## config.mk

```make
export PLATFORM = sky130hd
export DESIGN_NAME = smm_supply_monitor
export DESIGN_NICKNAME = d
export VERILOG_FILES = /design/src/common/smm_pkg.sv /design/src/smm_supply_monitor.sv /design/src/smm_supply_timer.sv
export SDC_FILE = /design/constraint.sdc
export NUM_CORES = 1
export LEC_CHECK = 0
export BUFFER_PORTS_ARGS = -buffer_cell sky130_fd_sc_hd__buf_2
export CAP_MARGIN = 20
export CORE_MARGIN = 4
export CORE_UTILIZATION = 53
export DETAILED_ROUTE_END_ITERATION = 8
export PLACE_DENSITY_LB_ADDON = 0.2
export SYNTH_ARGS = -nofsm -noshare
export SYNTH_HDL_FRONTEND = slang
export SYNTH_SLANG_ARGS = --single-unit
```

## constraint.sdc

```tcl
create_clock -name core_clk -period 2.81 [get_ports core_clk]
set_clock_uncertainty 0.05 [all_clocks]
set_input_delay 0.562 -clock core_clk [delete_from_list [all_inputs] [get_ports core_clk]]
set_output_delay 0.562 -clock core_clk [all_outputs]
set_load 0.02 [all_outputs]
```

## src/common/smm_pkg.sv

```systemverilog
// Package of constants and types for the supply monitor mode logic
// Operation
// - Logic runs while either main supply is up
// - Missing I/O supply blocks commands, low power
// - Inhibit released only in sleep or off (unpowered) state
// - Logic keeps working during any undervoltage
// - Both main supplies down gives unpowered state
// - Unpowered state clears all status information
// - Error bit 11 set with any undervoltage bit
// - Error bit shown on error pin per mode
// - Undervoltage bits at positions 8, 9, 10
// - Undervoltage bits latched until power-down or clear
// - Undervoltage flags internal, steer modes and host blocking
// - Event sets bits and starts detection timer
// - Flag set if undervoltage remains at expiry
// - No flag if undervoltage clears during timer
// - Any active flag forces a low-power mode
// - Recovery timer expiry clears the flag
// - Relapse during recovery keeps flag set
// - All flags clear returns to commanded mode
// - Battery or I/O flag forces sleep state
// - Core flag blocks host, forces standby
// - Core undervoltage disables transmitter, sets bit 4
// - Status cleared on read-out or normal entry
package smm_pkg;

  // ----------------------------------------
  // Status register layout
  // ----------------------------------------
  localparam int STAT_W        = 16;
  localparam int BUS_ERR_BIT   = 4;
  localparam int BAT_UV_BIT    = 8;
  localparam int CORE_UV_BIT   = 9;
  localparam int IO_UV_BIT     = 10;
  localparam int ERR_BIT       = 11;
  localparam logic [15:0] STAT_RESET = 16'h0000;

  // ----------------------------------------
  // Supply indices
  // ----------------------------------------
  localparam int NSUP     = 3;
  localparam int SUP_BAT  = 0;
  localparam int SUP_CORE = 1;
  localparam int SUP_IO   = 2;

  // ----------------------------------------
  // Timing
  // ----------------------------------------
  localparam int CLK_MHZ      = 40;
  localparam int DET_TIME_US  = 100;
  localparam int REC_TIME_US  = 100;
  localparam int DET_CYCLES   = DET_TIME_US * CLK_MHZ;
  localparam int REC_CYCLES   = REC_TIME_US * CLK_MHZ;
  localparam int TMR_W        = 16;

  // ----------------------------------------
  // Operating modes
  // ----------------------------------------
  typedef enum logic [2:0] {
    MODE_OFF      = 3'b000,
    MODE_SLEEP    = 3'b001,
    MODE_STANDBY  = 3'b010,
    MODE_NORMAL   = 3'b011,
    MODE_RXONLY   = 3'b100,
    MODE_GOSLEEP  = 3'b101
  } smm_mode_t;

endpackage : smm_pkg

```

## src/smm_supply_monitor.sv

```systemverilog
// Top of the supply monitor mode logic
`timescale 1ns/1ps
module smm_supply_monitor #(
  parameter int BAT_DET_CYCLES  = smm_pkg::DET_CYCLES,
  parameter int BAT_REC_CYCLES  = smm_pkg::REC_CYCLES,
  parameter int CORE_DET_CYCLES = smm_pkg::DET_CYCLES,
  parameter int CORE_REC_CYCLES = smm_pkg::REC_CYCLES,
  parameter int IO_DET_CYCLES   = smm_pkg::DET_CYCLES,
  parameter int IO_REC_CYCLES   = smm_pkg::REC_CYCLES
) (
  // Clock and reset
  input  wire logic                       core_clk,
  input  wire logic                       rst,
  // Comparator outputs, asynchronous
  input  wire logic                       batUnderVolt,
  input  wire logic                       coreUnderVolt,
  input  wire logic                       ioUnderVolt,
  input  wire logic                       batPowerDown,
  input  wire logic                       corePowerDown,
  // Host command
  input  wire logic                       cmdValid,
  input  wire logic [2:0]                 cmdMode,
  // Status read-out complete
  input  wire logic                       statusReadDone,
  // Status and mode outputs
  output logic [smm_pkg::STAT_W-1:0]      statusInfoReg,
  output logic                            errorStatusOut,
  output logic [2:0]                      operMode,
  output logic                            hostBlocked,
  output logic                            txEnable,
  output logic                            unpowered,
  // Sleep inhibit pin, driven high or released
  output logic                            sleepInhibitOut,
  output logic                            sleepInhibitOutEnN
);

  // ----------------------------------------
  // Input synchronisers
  // ----------------------------------------
  localparam int NIN = 5;
  logic [NIN-1:0] syncA;
  logic [NIN-1:0] syncB;
  logic [NIN-1:0] rawIn;

  assign rawIn = {corePowerDown, batPowerDown, ioUnderVolt,
                  coreUnderVolt, batUnderVolt};

  always_ff @(posedge core_clk or posedge rst) begin
    if (rst) begin
      syncA <= '0;
      syncB <= '0;
    end else begin
      syncA <= rawIn;
      syncB <= syncA;
    end
  end

  logic [smm_pkg::NSUP-1:0] uvLevel;
  logic                     powerDown;
  assign uvLevel   = syncB[2:0];
  assign powerDown = syncB[3] & syncB[4];

  // ----------------------------------------
  // Per-supply timers
  // ----------------------------------------
  logic [smm_pkg::NSUP-1:0] uvEvent;
  logic [smm_pkg::NSUP-1:0] uvFlag;

  localparam int DETS [smm_pkg::NSUP] =
    '{BAT_DET_CYCLES, CORE_DET_CYCLES, IO_DET_CYCLES};
  localparam int RECS [smm_pkg::NSUP] =
    '{BAT_REC_CYCLES, CORE_REC_CYCLES, IO_REC_CYCLES};

  genvar g;
  generate
    for (g = 0; g < smm_pkg::NSUP; g++) begin : gSup
      smm_supply_timer #(
        .DET_CYCLES (DETS[g]),
        .REC_CYCLES (RECS[g])
      ) uTimer (
        .core_clk  (core_clk),
        .rst       (rst),
        .underVolt (uvLevel[g]),
        .powerDown (powerDown),
        .uvEvent   (uvEvent[g]),
        .uvFlag    (uvFlag[g])
      );
    end
  endgenerate

  // ----------------------------------------
  // Mode control
  // ----------------------------------------
  smm_pkg::smm_mode_t mode;
  smm_pkg::smm_mode_t hostMode;
  smm_pkg::smm_mode_t next_mode;
  logic               blocked;
  logic               lowPowerForce;

  // I/O missing or core flag blocks the host interface
  assign blocked = uvLevel[smm_pkg::SUP_IO]
                 | uvFlag[smm_pkg::SUP_IO]
                 | uvFlag[smm_pkg::SUP_CORE];
  assign lowPowerForce = |uvFlag;

  // Last mode the host selected
  always_ff @(posedge core_clk or posedge rst) begin
    if (rst) begin
      hostMode <= smm_pkg::MODE_STANDBY;
    end else if (powerDown) begin
      hostMode <= smm_pkg::MODE_STANDBY;
    end else if (cmdValid && !blocked) begin
      case (cmdMode)
        smm_pkg::MODE_SLEEP,
        smm_pkg::MODE_STANDBY,
        smm_pkg::MODE_NORMAL,
        smm_pkg::MODE_RXONLY,
        smm_pkg::MODE_GOSLEEP: begin
          hostMode <= smm_pkg::smm_mode_t'(cmdMode);
        end
        default: begin
          hostMode <= hostMode;
        end
      endcase
    end
  end

  always_comb begin
    next_mode = hostMode;
    if (powerDown) begin
      next_mode = smm_pkg::MODE_OFF;
    end else if (uvFlag[smm_pkg::SUP_BAT] || uvFlag[smm_pkg::SUP_IO]) begin
      next_mode = smm_pkg::MODE_SLEEP;
    end else if (uvFlag[smm_pkg::SUP_CORE]) begin
      next_mode = smm_pkg::MODE_STANDBY;
    end else if (uvLevel[smm_pkg::SUP_IO]) begin
      next_mode = smm_pkg::MODE_STANDBY;
    end
  end

  // Mode register keeps running during undervoltage
  always_ff @(posedge core_clk or posedge rst) begin
    if (rst) begin
      mode <= smm_pkg::MODE_STANDBY;
    end else begin
      mode <= next_mode;
    end
  end

  // ----------------------------------------
  // Status register
  // ----------------------------------------
  logic enterNormal;
  assign enterNormal = (next_mode == smm_pkg::MODE_NORMAL) &&
                       (mode != smm_pkg::MODE_NORMAL);

  always_ff @(posedge core_clk or posedge rst) begin
    if (rst) begin
      statusInfoReg <= smm_pkg::STAT_RESET;
    end else if (powerDown) begin
      statusInfoReg <= smm_pkg::STAT_RESET;
    end else begin
      if (statusReadDone || enterNormal) begin
        statusInfoReg <= smm_pkg::STAT_RESET;
      end
      // Set wins over clear
      if (uvEvent[smm_pkg::SUP_BAT]) begin
        statusInfoReg[smm_pkg::BAT_UV_BIT] <= 1'b1;
      end
      if (uvEvent[smm_pkg::SUP_CORE]) begin
        statusInfoReg[smm_pkg::CORE_UV_BIT] <= 1'b1;
      end
      if (uvEvent[smm_pkg::SUP_IO]) begin
        statusInfoReg[smm_pkg::IO_UV_BIT] <= 1'b1;
      end
      if (|uvEvent) begin
        statusInfoReg[smm_pkg::ERR_BIT] <= 1'b1;
      end
      if (uvLevel[smm_pkg::SUP_CORE]) begin
        statusInfoReg[smm_pkg::BUS_ERR_BIT] <= 1'b1;
      end
    end
  end

  // ----------------------------------------
  // Output pins
  // ----------------------------------------
  logic errShown;
  always_comb begin
    case (mode)
      smm_pkg::MODE_NORMAL,
      smm_pkg::MODE_RXONLY: begin
        errShown = statusInfoReg[smm_pkg::ERR_BIT];
      end
      default: begin
        errShown = 1'b0;
      end
    endcase
  end

  always_ff @(posedge core_clk or posedge rst) begin
    if (rst) begin
      errorStatusOut     <= 1'b1;
      operMode           <= 3'h2;
      hostBlocked        <= 1'b0;
      txEnable           <= 1'b0;
      unpowered          <= 1'b0;
      sleepInhibitOut    <= 1'b1;
      sleepInhibitOutEnN <= 1'b0;
    end else begin
      // Active-low error pin; I/O loss or power-down forces the error pin low
      errorStatusOut <= ~errShown & ~uvLevel[smm_pkg::SUP_IO]
                        & ~powerDown;
      operMode       <= next_mode;
      hostBlocked    <= blocked | powerDown;
      txEnable       <= (next_mode == smm_pkg::MODE_NORMAL)
                        & ~uvLevel[smm_pkg::SUP_CORE];
      unpowered      <= powerDown;
      sleepInhibitOut <= (next_mode != smm_pkg::MODE_SLEEP)
                         & ~powerDown;
      sleepInhibitOutEnN <= (next_mode == smm_pkg::MODE_SLEEP)
                            | powerDown;
    end
  end

endmodule : smm_supply_monitor

```

## src/smm_supply_timer.sv

```systemverilog
// Per-supply detection and recovery timer producing the undervoltage flag
`timescale 1ns/1ps
module smm_supply_timer #(
  parameter int DET_CYCLES = smm_pkg::DET_CYCLES,
  parameter int REC_CYCLES = smm_pkg::REC_CYCLES
) (
  // Clock and reset
  input  wire logic core_clk,
  input  wire logic rst,
  // Synchronised undervoltage level
  input  wire logic underVolt,
  // Unpowered clear
  input  wire logic powerDown,
  // Outputs
  output logic      uvEvent,
  output logic      uvFlag
);

  localparam logic [smm_pkg::TMR_W-1:0] DET_LAST =
    smm_pkg::TMR_W'(DET_CYCLES - 1);
  localparam logic [smm_pkg::TMR_W-1:0] REC_LAST =
    smm_pkg::TMR_W'(REC_CYCLES - 1);

  logic                      underVoltQ;
  logic [smm_pkg::TMR_W-1:0] count;

  // ----------------------------------------
  // Edge of the undervoltage level
  // ----------------------------------------
  always_ff @(posedge core_clk or posedge rst) begin
    if (rst) begin
      underVoltQ <= 1'b0;
    end else begin
      underVoltQ <= underVolt;
    end
  end

  assign uvEvent = underVolt & ~underVoltQ & ~powerDown;

  // ----------------------------------------
  // Detection and recovery counting
  // ----------------------------------------
  always_ff @(posedge core_clk or posedge rst) begin
    if (rst) begin
      count  <= '0;
      uvFlag <= 1'b0;
    end else if (powerDown) begin
      count  <= '0;
      uvFlag <= 1'b0;
    end else if (!uvFlag) begin
      if (!underVolt) begin
        count <= '0;
      end else if (count == DET_LAST) begin
        count  <= '0;
        uvFlag <= 1'b1;
      end else begin
        count <= count + 1'b1;
      end
    end else begin
      if (underVolt) begin
        count <= '0;
      end else if (count == REC_LAST) begin
        count  <= '0;
        uvFlag <= 1'b0;
      end else begin
        count <= count + 1'b1;
      end
    end
  end

endmodule : smm_supply_timer

```

Yosys cells after proc, flatten, opt, wreduce, memory -nomap -nowiden
Index checks and enable logic that the tools add are counted.
Widths: inputs -> output; s select.
Word-level totals
  register bits after elaboration: 92
  input bits: 12
Operators by class
  mux-type cells: 48
  bitwise logic cells: 22
  equal/unequal tests: 14
  reductions and logical operators: 17
  $add $sub $neg: 3
Operator list (count)
  $mux 16: 17
  $add 16x1->16 const B: 3
  $eq 16x12->1 const B: 3
  $mux 1: 24
  $mux 3: 7
  $reduce_bool 3->1: 5
  $eq 3x2->1 const B: 4
  $and 1x1->1: 11
  $eq 3x3->1 const B: 3
  $not 1->1: 7
  $eq 3x1->1 const B: 2
  $reduce_bool 2->1: 3
  $reduce_or 5->1: 1
  $or 1x1->1: 4
  $ne 3x1->1 const B: 1
  $ne 3x2->1 const B: 1
  $reduce_or 3->1: 1
  $logic_and 1x1->1: 2
  $logic_or 1x1->1: 2
  $reduce_and 2->1: 1
  $reduce_or 2->1: 1
  $logic_not 1->1: 1

Longest topological paths before layout
Gate-level depths: netlist (run 1).
  word-level depth: 10
  mapped depth: 7
  gate-level depth less buffers: 5

Modules after synthesis
From an unflattened synthesis (run 1), not the netlist that was laid out.
Second synthesis, totals
  cell total of the unflattened synthesis: 354
  area total of the unflattened synthesis: 3881.2 um^2
By module, submodules not included
  smm_supply_timer: sequential area each 450.4 um^2, instances 3, area each 927.1 um^2, cells each 88
  smm_supply_monitor: sequential area each 680.7 um^2, instances 1, area each 1099.8 um^2, cells each 90

Worst setup path before layout (run 1)
Ideal clock, no wire load.
  path kind: reg2reg
  start: register gSup[0].uTimer.count[5] (netlist name)
  end: register gSup[0].uTimer.count[10] (netlist name)
  arrival: 1.781 ns
  path buffers: 2
  stages on the path, launching flop included: 7
  required time: 2.641 ns
  setup time: 0.119 ns
  slack: 0.860 ns
  path through: dfrtp_1 > buf_6 > or4_1 > or4_4 > nand3_4 > buf_12 > nor2_2
Between the ends
  longest elaborated chain between the ends: 5
  elaborated cells between the ends (all ways): 7
  classes of those cells: 1 x add/sub; 1 x eq/ne; 5 x mux
Ends and longest elaborated chain
  start, declared: line smm_supply_timer.sv:25  | logic [smm_pkg::TMR_W-1:0] count;
  start signal, assigned: line smm_supply_timer.sv:57  | count <= count + 1'b1;
  start signal, assigned: line smm_supply_timer.sv:66  | count <= count + 1'b1;
  $add 16x1->16 / $eq 16x12->1 (equally long branches)
  $mux 16 (*): line smm_supply_timer.sv:53, smm_supply_timer.sv:62
  $mux 16, on equally long branches: line smm_supply_timer.sv:51, smm_supply_timer.sv:60
  $mux 16 (*): line smm_supply_timer.sv:50  | end else if (!uvFlag) begin
  $mux 16 (*): line smm_supply_timer.sv:47  | end else if (powerDown) begin
Every way passes the cells marked *; elsewhere a longest branch is shown, timed or not.
A chain may end at the register's enable or synchronous reset.

Final worst setup path (run 1)
  start: register gSup[0].uTimer.count[6] (netlist name)
  end: register gSup[0].uTimer.count[5] (netlist name)
Between the ends
  longest elaborated chain between the ends: 5
  elaborated cells between the ends (all ways): 6
  classes of those cells: 1 x eq/ne; 5 x mux
Ends and longest elaborated chain (line)
  $eq 16x12->1 (*): smm_supply_timer.sv:53, smm_supply_timer.sv:62
  $mux 16 (*): smm_supply_timer.sv:53, smm_supply_timer.sv:62
  $mux 16, on equally long branches: smm_supply_timer.sv:51, smm_supply_timer.sv:60
  $mux 16 (*): smm_supply_timer.sv:50
  $mux 16 (*): smm_supply_timer.sv:47
Marked as above.

==> impl_metrics.env, run 1 <==
export IMPL_finalCritPeriodShare_pct=72.41
export IMPL_fmax_ghz=0.4915
export IMPL_top_layer="met4"
export IMPL_relSlewSlack_pct=60.06
export IMPL_finalWirelength_um=6266
export IMPL_crit_fanout=15
export IMPL_hold_viol=0
export IMPL_ios=37
export IMPL_cts_setup_buffers=0
export IMPL_route_detailed_drc=0
export IMPL_initial_core_util_pct=54.52
export IMPL_period_needed_ps=2035
export IMPL_worst_slack_ps=775.3
export IMPL_die_y_um=91.37
export IMPL_cts_made_buffers=9
export IMPL_met3WireLength_um=221
export IMPL_wl_met1_um=3082
export IMPL_crit_path_max_incr_delay_ps=540
export IMPL_crit_buf_inv=0
export IMPL_cp_data_arrival_time_ps=2210
export IMPL_grt_overflow_total=0
export IMPL_dp_worst_setup_slack_ps=800.9
export IMPL_path_cells="or4_1, or4_4, nand3_4, nor2_1"
export IMPL_grtUsageTotal_pct=16.08
export IMPL_grt_pass1_wl_um=10810
export IMPL_core_area_mm2=0.006756
export IMPL_async_reset_ff_share_pct=100.0
export IMPL_outcome="finished clean"
export IMPL_synth_cell_types=44
export IMPL_maxCapViolCount=0
export IMPL_ant_nets=0
export IMPL_via_per_inst=5.356
export IMPL_avgSynthCellArea_um2=10.46
export IMPL_clock_path_buffers=2
export IMPL_cts_htree_levels=3
export IMPL_finalPower_w=0.002214
export IMPL_yosysWarnings=0
export IMPL_path_delay_family="simple AND/OR/NAND/NOR gates"
export IMPL_clkTransAtPathRegs_ps=90
export IMPL_setup_violations=0
export IMPL_vias=2485
export IMPL_drt_pass1_iter_count=4
export IMPL_clock_sinks=81
export IMPL_power_density_mw_per_mm2=551.5
export IMPL_drive_above_1_share_pct=16.41
export IMPL_synth_cells=352
export IMPL_required_ps=2990
export IMPL_rsz0062_at_grt="false"
export IMPL_worstSetupPathType="reg2reg"
export IMPL_antenna_found_initial=0
export IMPL_hp_class="in2async"
export IMPL_vdd_drop_max_mv=0.3076
export IMPL_mostFrequentLayoutCells="dfrtp_1, nor2_1, xnor2_1, buf_2, nand2_1"
export IMPL_p_leak_nw=1.774
export IMPL_synth_flop_cell="dfrtp_1"
export IMPL_final_common_cell="dfrtp_1"
export IMPL_routabilityCongestion=0.8897
export IMPL_grt_pass1_vias=2355
export IMPL_grt_max_degree=47
export IMPL_startpoint_type="register"
export IMPL_ys_seq_area_share_pct=55.16
export IMPL_nNetsFinal=394
export IMPL_cp_slowest_cell="or4_1"
export IMPL_port_buffer_count=25
export IMPL_clock_root_buffer="clkbuf_8"
export IMPL_synth_area_mm2=0.003684
export IMPL_cts_hold_buf=0
export IMPL_synth_edff_count=0
export IMPL_clkLatencyLatePin_ps=360
export IMPL_end_kind="register"
export IMPL_route_met2_wl_um=2868
export IMPL_worst_slew_pin_slew_ps=598.5
export IMPL_dr_first_iter_drc_count=109
export IMPL_cts_resized_gates=0
export IMPL_std_cell_rows=30
export IMPL_finalSetupTns_ps=0
export IMPL_chipWidth_um=91.37
export IMPL_area_growth_pct=8.967
export IMPL_wl_per_cell_um=13.50
export IMPL_cts_tree="done"
export IMPL_die_area_mm2=0.008348
export IMPL_diodes=0
export IMPL_slew_viol_final=0
export IMPL_ys_ff_latch=81
export IMPL_dpl_hpwl_um=4334
[flip-flops by register name (all words and copies together), names as in the netlist]
| register | flops |
|---|---|
| hostBlocked | 1 |
| sleepInhibitOutEnN | 1 |
| operMode | 3 |
| unpowered | 1 |
| sleepInhibitOut | 1 |
| errorStatusOut | 1 |
| gSup.uTimer.count | 48 |
| statusInfoReg | 5 |
| hostMode | 3 |
| syncA | 5 |
| syncB | 5 |
| txEnable | 1 |
| gSup.uTimer.underVoltQ | 3 |
| gSup.uTimer.uvFlag | 3 |
[synth_stat cells (10+ instances only)]
cell type	n	area (um2)
nor4_1	11	68.82
nor2_2	10	62.56
xnor2_1	25	219.0
nand3_1	19	95.09
dfrtp_1	77	1927
inv_1	17	63.81
nand4_1	16	100.1
xor2_1	17	148.9
nor2_1	47	176.4
nand2_1	22	82.58
nor3_1	14	70.07
buf_4	11	82.58
[final cells by class]
cell class,count,area (um2)
clock inverters,7,60.06
inverters,17,65.06
repair buffers,27,152.6
multi-input cells,243,1480
fillers,572,2743
flip-flops and latches,81,2032
well taps,80,100.1
clock buffers,9,123.9
[cell families after synthesis]
family	count (synthesis)	synth area share [%]
DFF	81	55.16
xor gates and xnor gates	42	9.986
other	1	0.1018
buffers and inverters	38	5.672
AOI/OAI and AO/OA	18	3.295
muxes	6	1.630
adders and majority gates	3	1.019
and+or+nand+nor	163	23.13
[worst paths after layout]
| kind | slack, ps | depth (start not counted) | to | startpoint |
|---|---|---|---|---|
| worst max register to register | 780 | 4 | gSup[0].uTimer.count[5] | gSup[0].uTimer.count[6] |
| max in group asynchronous | 1890 | 3 | gSup[1].uTimer.count[14] | rst |
| worst min register to register | 300 | 0 | syncB[4] | syncA[4] |
| worst max-delay path | 780 | 4 | gSup[0].uTimer.count[5] | gSup[0].uTimer.count[6] |
| min in group core_clk | 250 | 1 | syncA[2] | ioUnderVolt |
| worst min-delay path | 200 | 2 | syncB[4] | rst |
[routing by layer]
layer | vias to the layer above | global-route usage [%]
met5 | - | 0
met4 | 0 | 6.030
met3 | 11 | 4.060
met2 | 47 | 25.69
met1 | 1183 | 21.16
li1 | 1244 | -
[power by group]
group	switching [W]	internal [W]	leakage [nW]	total (W)
combinational	0.000121	0.0000523	0.625	0.000174
clock	0.000470	0.000334	0.0844	0.000804
sequential	0.0000253	0.00121	1.06	0.00124
[metrics by stage]
stage | cells | cell area [um2] | hold WS, ps | util [%]
2_1_floorplan | 362 | 3721 | 281.2 | -
3_3_place_gp | 448 | 3830 | 283.5 | 56.69
3_5_place_dp | 448 | 3830 | 287.0 | 56.69
4_1_cts | 464 | 4014 | 207.8 | 59.41
5_1_grt | 464 | 4014 | 235.9 | 59.41
6_report | 464 | 4014 | 195.9 | 59.41
(Power assumes the default switching activity.)
==> run 2: changes to the inputs <==
==> constraint.sdc (replaced) <==
create_clock -name core_clk -period 2.04 [get_ports core_clk]
set_clock_uncertainty 0.05 [all_clocks]
set_input_delay 0.408 -clock core_clk [delete_from_list [all_inputs] [get_ports core_clk]]
set_output_delay 0.408 -clock core_clk [all_outputs]
set_load 0.02 [all_outputs]
==> run 2 against run 1 <==
Against the previous run: register-to-register slack worse by 640 ps; die area stayed put; wire length is 2.0% higher; final area is 3.2% higher.
==> impl_metrics.env, run 2 (synthesized netlist as in run 1, its figures left out) <==
export IMPL_setup_violations=0
export IMPL_cts_htree_levels=3
export IMPL_wl_per_cell_um=13.46
export IMPL_crit_path_max_incr_delay_ps=520
export IMPL_worst_slew_pin_slew_ps=519.2
export IMPL_finalWirelength_um=6394
export IMPL_mostFrequentLayoutCells="dfrtp_1, nor2_1, xnor2_1, buf_2, nand2_1"
export IMPL_required_ps=2220
export IMPL_nNetsFinal=405
export IMPL_diodes=0
export IMPL_largest_reg_flops=48
export IMPL_dpl_hpwl_um=4466
export IMPL_rr_worst_depth=4
export IMPL_path_cells="or4_1, or4_4, nand3_4, nor2_1"
export IMPL_core_area_mm2=0.006756
export IMPL_clock_root_buffer="clkbuf_8"
export IMPL_crit_fanout=15
export IMPL_drive_above_1_share_pct=18.73
export IMPL_finalSetupTns_ps=0
export IMPL_fmax_ghz=0.5242
export IMPL_antenna_found_initial=0
export IMPL_end_kind="register"
export IMPL_period_needed_ps=1908
export IMPL_p_leak_nw=1.851
export IMPL_grt_max_degree=37
export IMPL_slew_viol_final=0
export IMPL_rsz0062_at_grt="false"
export IMPL_dr_first_iter_drc_count=55
export IMPL_ios=37
export IMPL_startpoint_type="register"
export IMPL_grt_pass1_vias=2498
export IMPL_cts_setup_buffers=0
export IMPL_routabilityCongestion=0.8780
export IMPL_clock_sinks=81
export IMPL_chipWidth_um=91.37
export IMPL_hp_class="in2async"
export IMPL_grt_pass1_wl_um=11210
export IMPL_die_y_um=91.37
export IMPL_drt_pass1_iter_count=4
export IMPL_cp_data_arrival_time_ps=2090
export IMPL_clkTransAtPathRegs_ps=90
export IMPL_via_per_inst=5.360
export IMPL_cts_made_buffers=9
export IMPL_finalCritPeriodShare_pct=93.52
export IMPL_cts_tree="done"
export IMPL_port_buffer_count=25
export IMPL_final_util_pct=61.33
export IMPL_grtUsageTotal_pct=16.68
export IMPL_reg2reg_to="gSup[0].uTimer.count[5]"
export IMPL_cts_resized_gates=0
export IMPL_cp_slowest_cell="or4_4"
export IMPL_power_density_mw_per_mm2=793.3
export IMPL_initial_core_util_pct=54.52
export IMPL_die_area_mm2=0.008348
export IMPL_outcome="finished clean"
export IMPL_ant_nets=0
export IMPL_clkLatencyLatePin_ps=360
export IMPL_vias=2546
export IMPL_grt_overflow_total=0
export IMPL_std_cell_rows=30
export IMPL_top_register="gSup.uTimer.count"
export IMPL_worstSetupPathType="reg2reg"
export IMPL_clock_path_buffers=2
export IMPL_maxCapViolCount=0
export IMPL_final_common_cell="dfrtp_1"
export IMPL_cts_hold_buf=0
export IMPL_hold_viol=0
export IMPL_reg2reg_slack_ps=130
export IMPL_vdd_drop_max_mv=0.3943
export IMPL_relSlewSlack_pct=65.32
export IMPL_r2r_start="gSup[0].uTimer.count[6]"
export IMPL_area_growth_pct=12.50
export IMPL_route_detailed_drc=0
export IMPL_crit_start="gSup[0].uTimer.count[6]"
-- run 2: per-stage QoR --
| stage | worst slack [ps] | std cells | total power [W] | cell area, um2 | hold WS, ps |
|---|---|---|---|---|---|
| 2_1_floorplan | 89.63 | 362 | 0.001925 | 3725 | 281.2 |
| 3_3_place_gp | 148.6 | 459 | 0.001988 | 3915 | 282.4 |
| 3_5_place_dp | 133.4 | 459 | 0.001992 | 3915 | 284.7 |
| 4_1_cts | 121.6 | 475 | 0.003327 | 4144 | 31.83 |
| 5_1_grt | 33.21 | 475 | 0.003434 | 4144 | 51.66 |
| 6_report | 132.3 | 475 | 0.003288 | 4144 | 28.63 |
-- run 2: how the worst max path moves through the flow --
stage	cells past startpoint	end
final	4	gSup[0].uTimer.count[5]
after floorplan	6	gSup[0].uTimer.count[10]
after CTS	4	gSup[0].uTimer.count[5]
after detailed placement	4	gSup[0].uTimer.count[3]
after global placement	4	gSup[0].uTimer.count[2]
after global routing	5	gSup[0].uTimer.count[6]
-- run 2: worst max-delay path, delay by kind of cell, from the launching register on --
family,cells,cell delay (ps)
simple gates,4,1350
flops,1,380
-- run 2: metal layers --
layer	wire length (um)	GRT usage, %
met2	2974	25.44
met3	240	4.557
met1	3035	22.43
met5	0	0
met4	143	7.035
-- run 2: layout make-up --
class | instances | area [um2]
Sequential cell | 81 | 2032
Clock buffer | 9 | 123.9
Timing Repair Buffer | 38 | 235.2
Clock inverter | 7 | 105.1
Tap cell | 80 | 100.1
Inverter | 17 | 67.56
Multi-Input combinational cell | 243 | 1480
Fill cell | 557 | 2613
-- run 2: power breakdown --
part,total (W),internal (W),leakage [nW],switching (W)
logic,0.000251,0.0000813,0.674,0.000170
registers,0.00170,0.00167,1.06,0.0000364
clock network,0.00133,0.000710,0.113,0.000622
total,0.00329,0.00246,1.85,0.000828
==> run 3: changes to the inputs <==
--- a/config.mk
+++ b/config.mk
@@ -10,7 +10,8 @@
 export CORE_MARGIN = 4
 export CORE_UTILIZATION = 53
 export DETAILED_ROUTE_END_ITERATION = 8
-export PLACE_DENSITY_LB_ADDON = 0.2
+export PLACE_DENSITY = 0.73
 export SYNTH_ARGS = -nofsm -noshare
 export SYNTH_HDL_FRONTEND = slang
+export SYNTH_HIERARCHICAL = 1
 export SYNTH_SLANG_ARGS = --single-unit
==> constraint.sdc (replaced) <==
create_clock -name core_clk -period 2.04 [get_ports core_clk]
set_clock_uncertainty 0.05 [all_clocks]
set_input_delay 0.612 -clock core_clk [delete_from_list [all_inputs] [get_ports core_clk]]
set_output_delay 0.612 -clock core_clk [all_outputs]
set_load 0.02 [all_outputs]
==> run 3 against run 2 <==
Against the previous run: final area is 3.7% higher; critical endpoint is now statusInfoReg[10]; largest power group unchanged; highest routed layer unchanged; via count grew 5.2%; synthesized area is 5.4% higher; utilization is 0.58 points higher; critical path depth down 1.
==> impl_metrics.env, run 3 <==
export IMPL_outcome="finished clean"
export IMPL_reg2reg_slack_ps=130
export IMPL_crit_path_max_incr_delay_ps=570
export IMPL_comb_power_share_pct=8.5
export IMPL_required_ps=2220
export IMPL_grt_overflow_total=0
export IMPL_drt_pass1_iter_count=4
export IMPL_synth_commonest_cells="dfrtp_1, nor2_1, nor2_2, xnor2_1, nand4_1"
export IMPL_worstSetupPathType="reg2reg"
export IMPL_fmax_ghz=0.5224
export IMPL_grt_max_degree=19
export IMPL_synth_xor_area_share_pct=9.478
export IMPL_clock_path_buffers=2
export IMPL_cts_made_buffers=9
export IMPL_ys_seq_area_share_pct=52.35
export IMPL_drive_above_1_share_pct=27.27
export IMPL_setup_violations=0
export IMPL_cts_hold_buf=0
export IMPL_chipWidth_um=93.58
export IMPL_rr_worst_depth=3
export IMPL_crit_fanout=5
export IMPL_mostFrequentLayoutCells="dfrtp_1, nor2_1, xnor2_1, nor2_2, buf_2"
export IMPL_synth_cells=354
export IMPL_synth_compound_area_share_pct=4.384
export IMPL_power_density_mw_per_mm2=731.7
export IMPL_p_seq_share_pct=54.1
export IMPL_ys_ff_latch=81
export IMPL_ios=37
export IMPL_startpoint_type="register"
export IMPL_internal_power_w=0.002335
export IMPL_yosysTopAreaCell="dfrtp_1"
export IMPL_synthTopCellsByArea="dfrtp_1, xnor2_1, nor2_2, nand4_1, nor2_1"
export IMPL_vias=2678
export IMPL_synthAdderAreaFrac_pct=0.9671
export IMPL_clkTransAtPathRegs_ps=90
export IMPL_path_delay_family="simple AND/OR/NAND/NOR gates"
export IMPL_nNetsFinal=406
export IMPL_grt_pass1_vias=2763
export IMPL_yosysWarnings=6
export IMPL_avgSynthCellArea_um2=10.96
export IMPL_finalSetupTns_ps=0
export IMPL_maxCapViolCount=0
export IMPL_crit_buf_inv=0
export IMPL_period_needed_ps=1914
export IMPL_clkLatencyLatePin_ps=340
export IMPL_cp_slowest_cell="or4b_4"
export IMPL_sw_frac_of_total_pct=25.78
export IMPL_slew_viol_final=0
export IMPL_n_fill_cell=573
export IMPL_finalWirelength_um=7058
export IMPL_hp_class="in2async"
export IMPL_dpl_hpwl_um=5038
export IMPL_synth_cell_types=48
export IMPL_cts_htree_levels=3
export IMPL_clock_sinks=81
export IMPL_synth_flop_cell="dfrtp_1"
export IMPL_wl_per_cell_um=14.35
export IMPL_core_area_mm2=0.006944
export IMPL_synthMuxAreaShare_pct=0.7737
export IMPL_cts_tree="done"
export IMPL_grtUsageTotal_pct=17.87
export IMPL_std_cell_rows=30
export IMPL_final_common_cell="dfrtp_1"
export IMPL_synth_top_area_share_pct=49.65
export IMPL_p_clk_share_pct=37.4
export IMPL_synth_area_mm2=0.003881
export IMPL_clock_root_buffer="clkbuf_8"
export IMPL_cts_resized_gates=0
export IMPL_reg2reg_to="statusInfoReg[10]"
export IMPL_ant_nets=0
export IMPL_async_reset_ff_share_pct=100.0
export IMPL_diodes=0
export IMPL_r2r_start="hostMode[2]"
export IMPL_antenna_found_initial=0
export IMPL_cts_setup_buffers=0
export IMPL_hold_viol=0
export IMPL_p_leak_nw=1.824
export IMPL_die_area_mm2=0.008756
export IMPL_synth_simple_gate_area_share_pct=27.21
export IMPL_grt_pass1_wl_um=12540
export IMPL_via_per_inst=5.443
export IMPL_die_y_um=93.58
export IMPL_crit_start="hostMode[2]"
export IMPL_cp_data_arrival_time_ps=2100
export IMPL_end_kind="register"
export IMPL_finalCritPeriodShare_pct=93.84
export IMPL_top_register="gSup.uTimer/count"
export IMPL_area_growth_pct=10.77
export IMPL_rsz0062_at_grt="false"
export IMPL_route_detailed_drc=0
export IMPL_fin_hold_ws_ps=108.3
export IMPL_largest_reg_flops=48
export IMPL_path_depth=3
export IMPL_synth_top_family_by_area="simple AND/OR/NAND/NOR gates"
export IMPL_initial_core_util_pct=55.89
export IMPL_dr_first_iter_drc_count=84
export IMPL_path_cells="or4b_4, or4_4, a22o_1"
export IMPL_synth_edff_count=0
export IMPL_vdd_drop_max_mv=0.3825
export IMPL_synth_most_common_cell="dfrtp_1"
export IMPL_port_buffer_count=25
export IMPL_p_sw_w=0.0008109
export IMPL_routabilityCongestion=0.8330
-- run 3: changes by cell type after synthesis, sizes merged, moves of 3 or more --
cell and change:
nor3b +12, nand3 -8, inv -7, clkbuf -5, nand4 +5, xnor2 +5
xor2 -5, a22o +4, mux2i -3, nor2 +3, o22ai -3, o31ai -3
or4 -3
-- run 3: how the worst max path moves through the flow --
stage | to | slack [ps]
2_1_floorplan | statusInfoReg[10] | 200
3_3_place_gp | statusInfoReg[8] | 190
3_5_place_dp | statusInfoReg[10] | 160
4_1_cts | statusInfoReg[10] | 120
5_1_grt | gSup[1].uTimer/count[2] | 50
6_report | statusInfoReg[10] | 130
-- run 3: kinds of logic after synthesis --
group                      after synthesis
and+or+nand+nor                        172
xor gates and xnor gates                42
adders and majority gates                3
other                                    1
DFF                                     81
AOI/OAI and AO/OA                       24
buffers and inverters                   28
muxes                                    3
-- run 3: power groups by stage --
stage               clock network, W  logic, W  registers (W)
finish                       0.00118  0.000267        0.00170
CTS                          0.00123  0.000272        0.00170
global placement                   0  0.000263        0.00173
detailed placement                 0  0.000270        0.00173
global route                 0.00129  0.000297        0.00171
floorplan                          0  0.000176        0.00175
-- run 3: metal layers --
layer | global-route usage, % | wire length, um | up-vias
li1 | - | - | 1297
met1 | 23.25 | 3265 | 1313
met2 | 29.84 | 3446 | 60
met3 | 4.747 | 300 | 8
met4 | 4.332 | 46 | 0
met5 | 0 | 0 | -
-- run 3: cell type report --
cell class	instances	area (um2)	share of cell area (%)
Timing Repair Buffer	34	205.2	4.773
Tap cell	96	120.1	2.794
Clock inverter	6	73.82	1.717
Sequential cell	81	2032	47.26
Clock buffer	10	127.6	2.969
Multi-Input combinational cell	255	1703	39.61
Inverter	10	37.54	0.8731
-- run 3: through the flow --
stage	power [W]	cells	setup WS [ps]	utilization, %	area (um2)
floorplan	0.001931	364	202.0	-	3919
global placement	0.001993	476	193.9	59.01	4098
detailed placement	0.002003	476	159.6	59.01	4098
CTS	0.003200	492	122.2	61.91	4299
global route	0.003297	492	48.09	61.91	4299
finish	0.003146	492	125.7	61.91	4299
-- run 3: worst reg2reg max path, delay by kind of cell, from the launching register on --
family | cells | cell delay [ps]
AOI/OAI and AO/OA | 1 | 200
and+or+nand+nor | 2 | 1130
DFF | 1 | 420
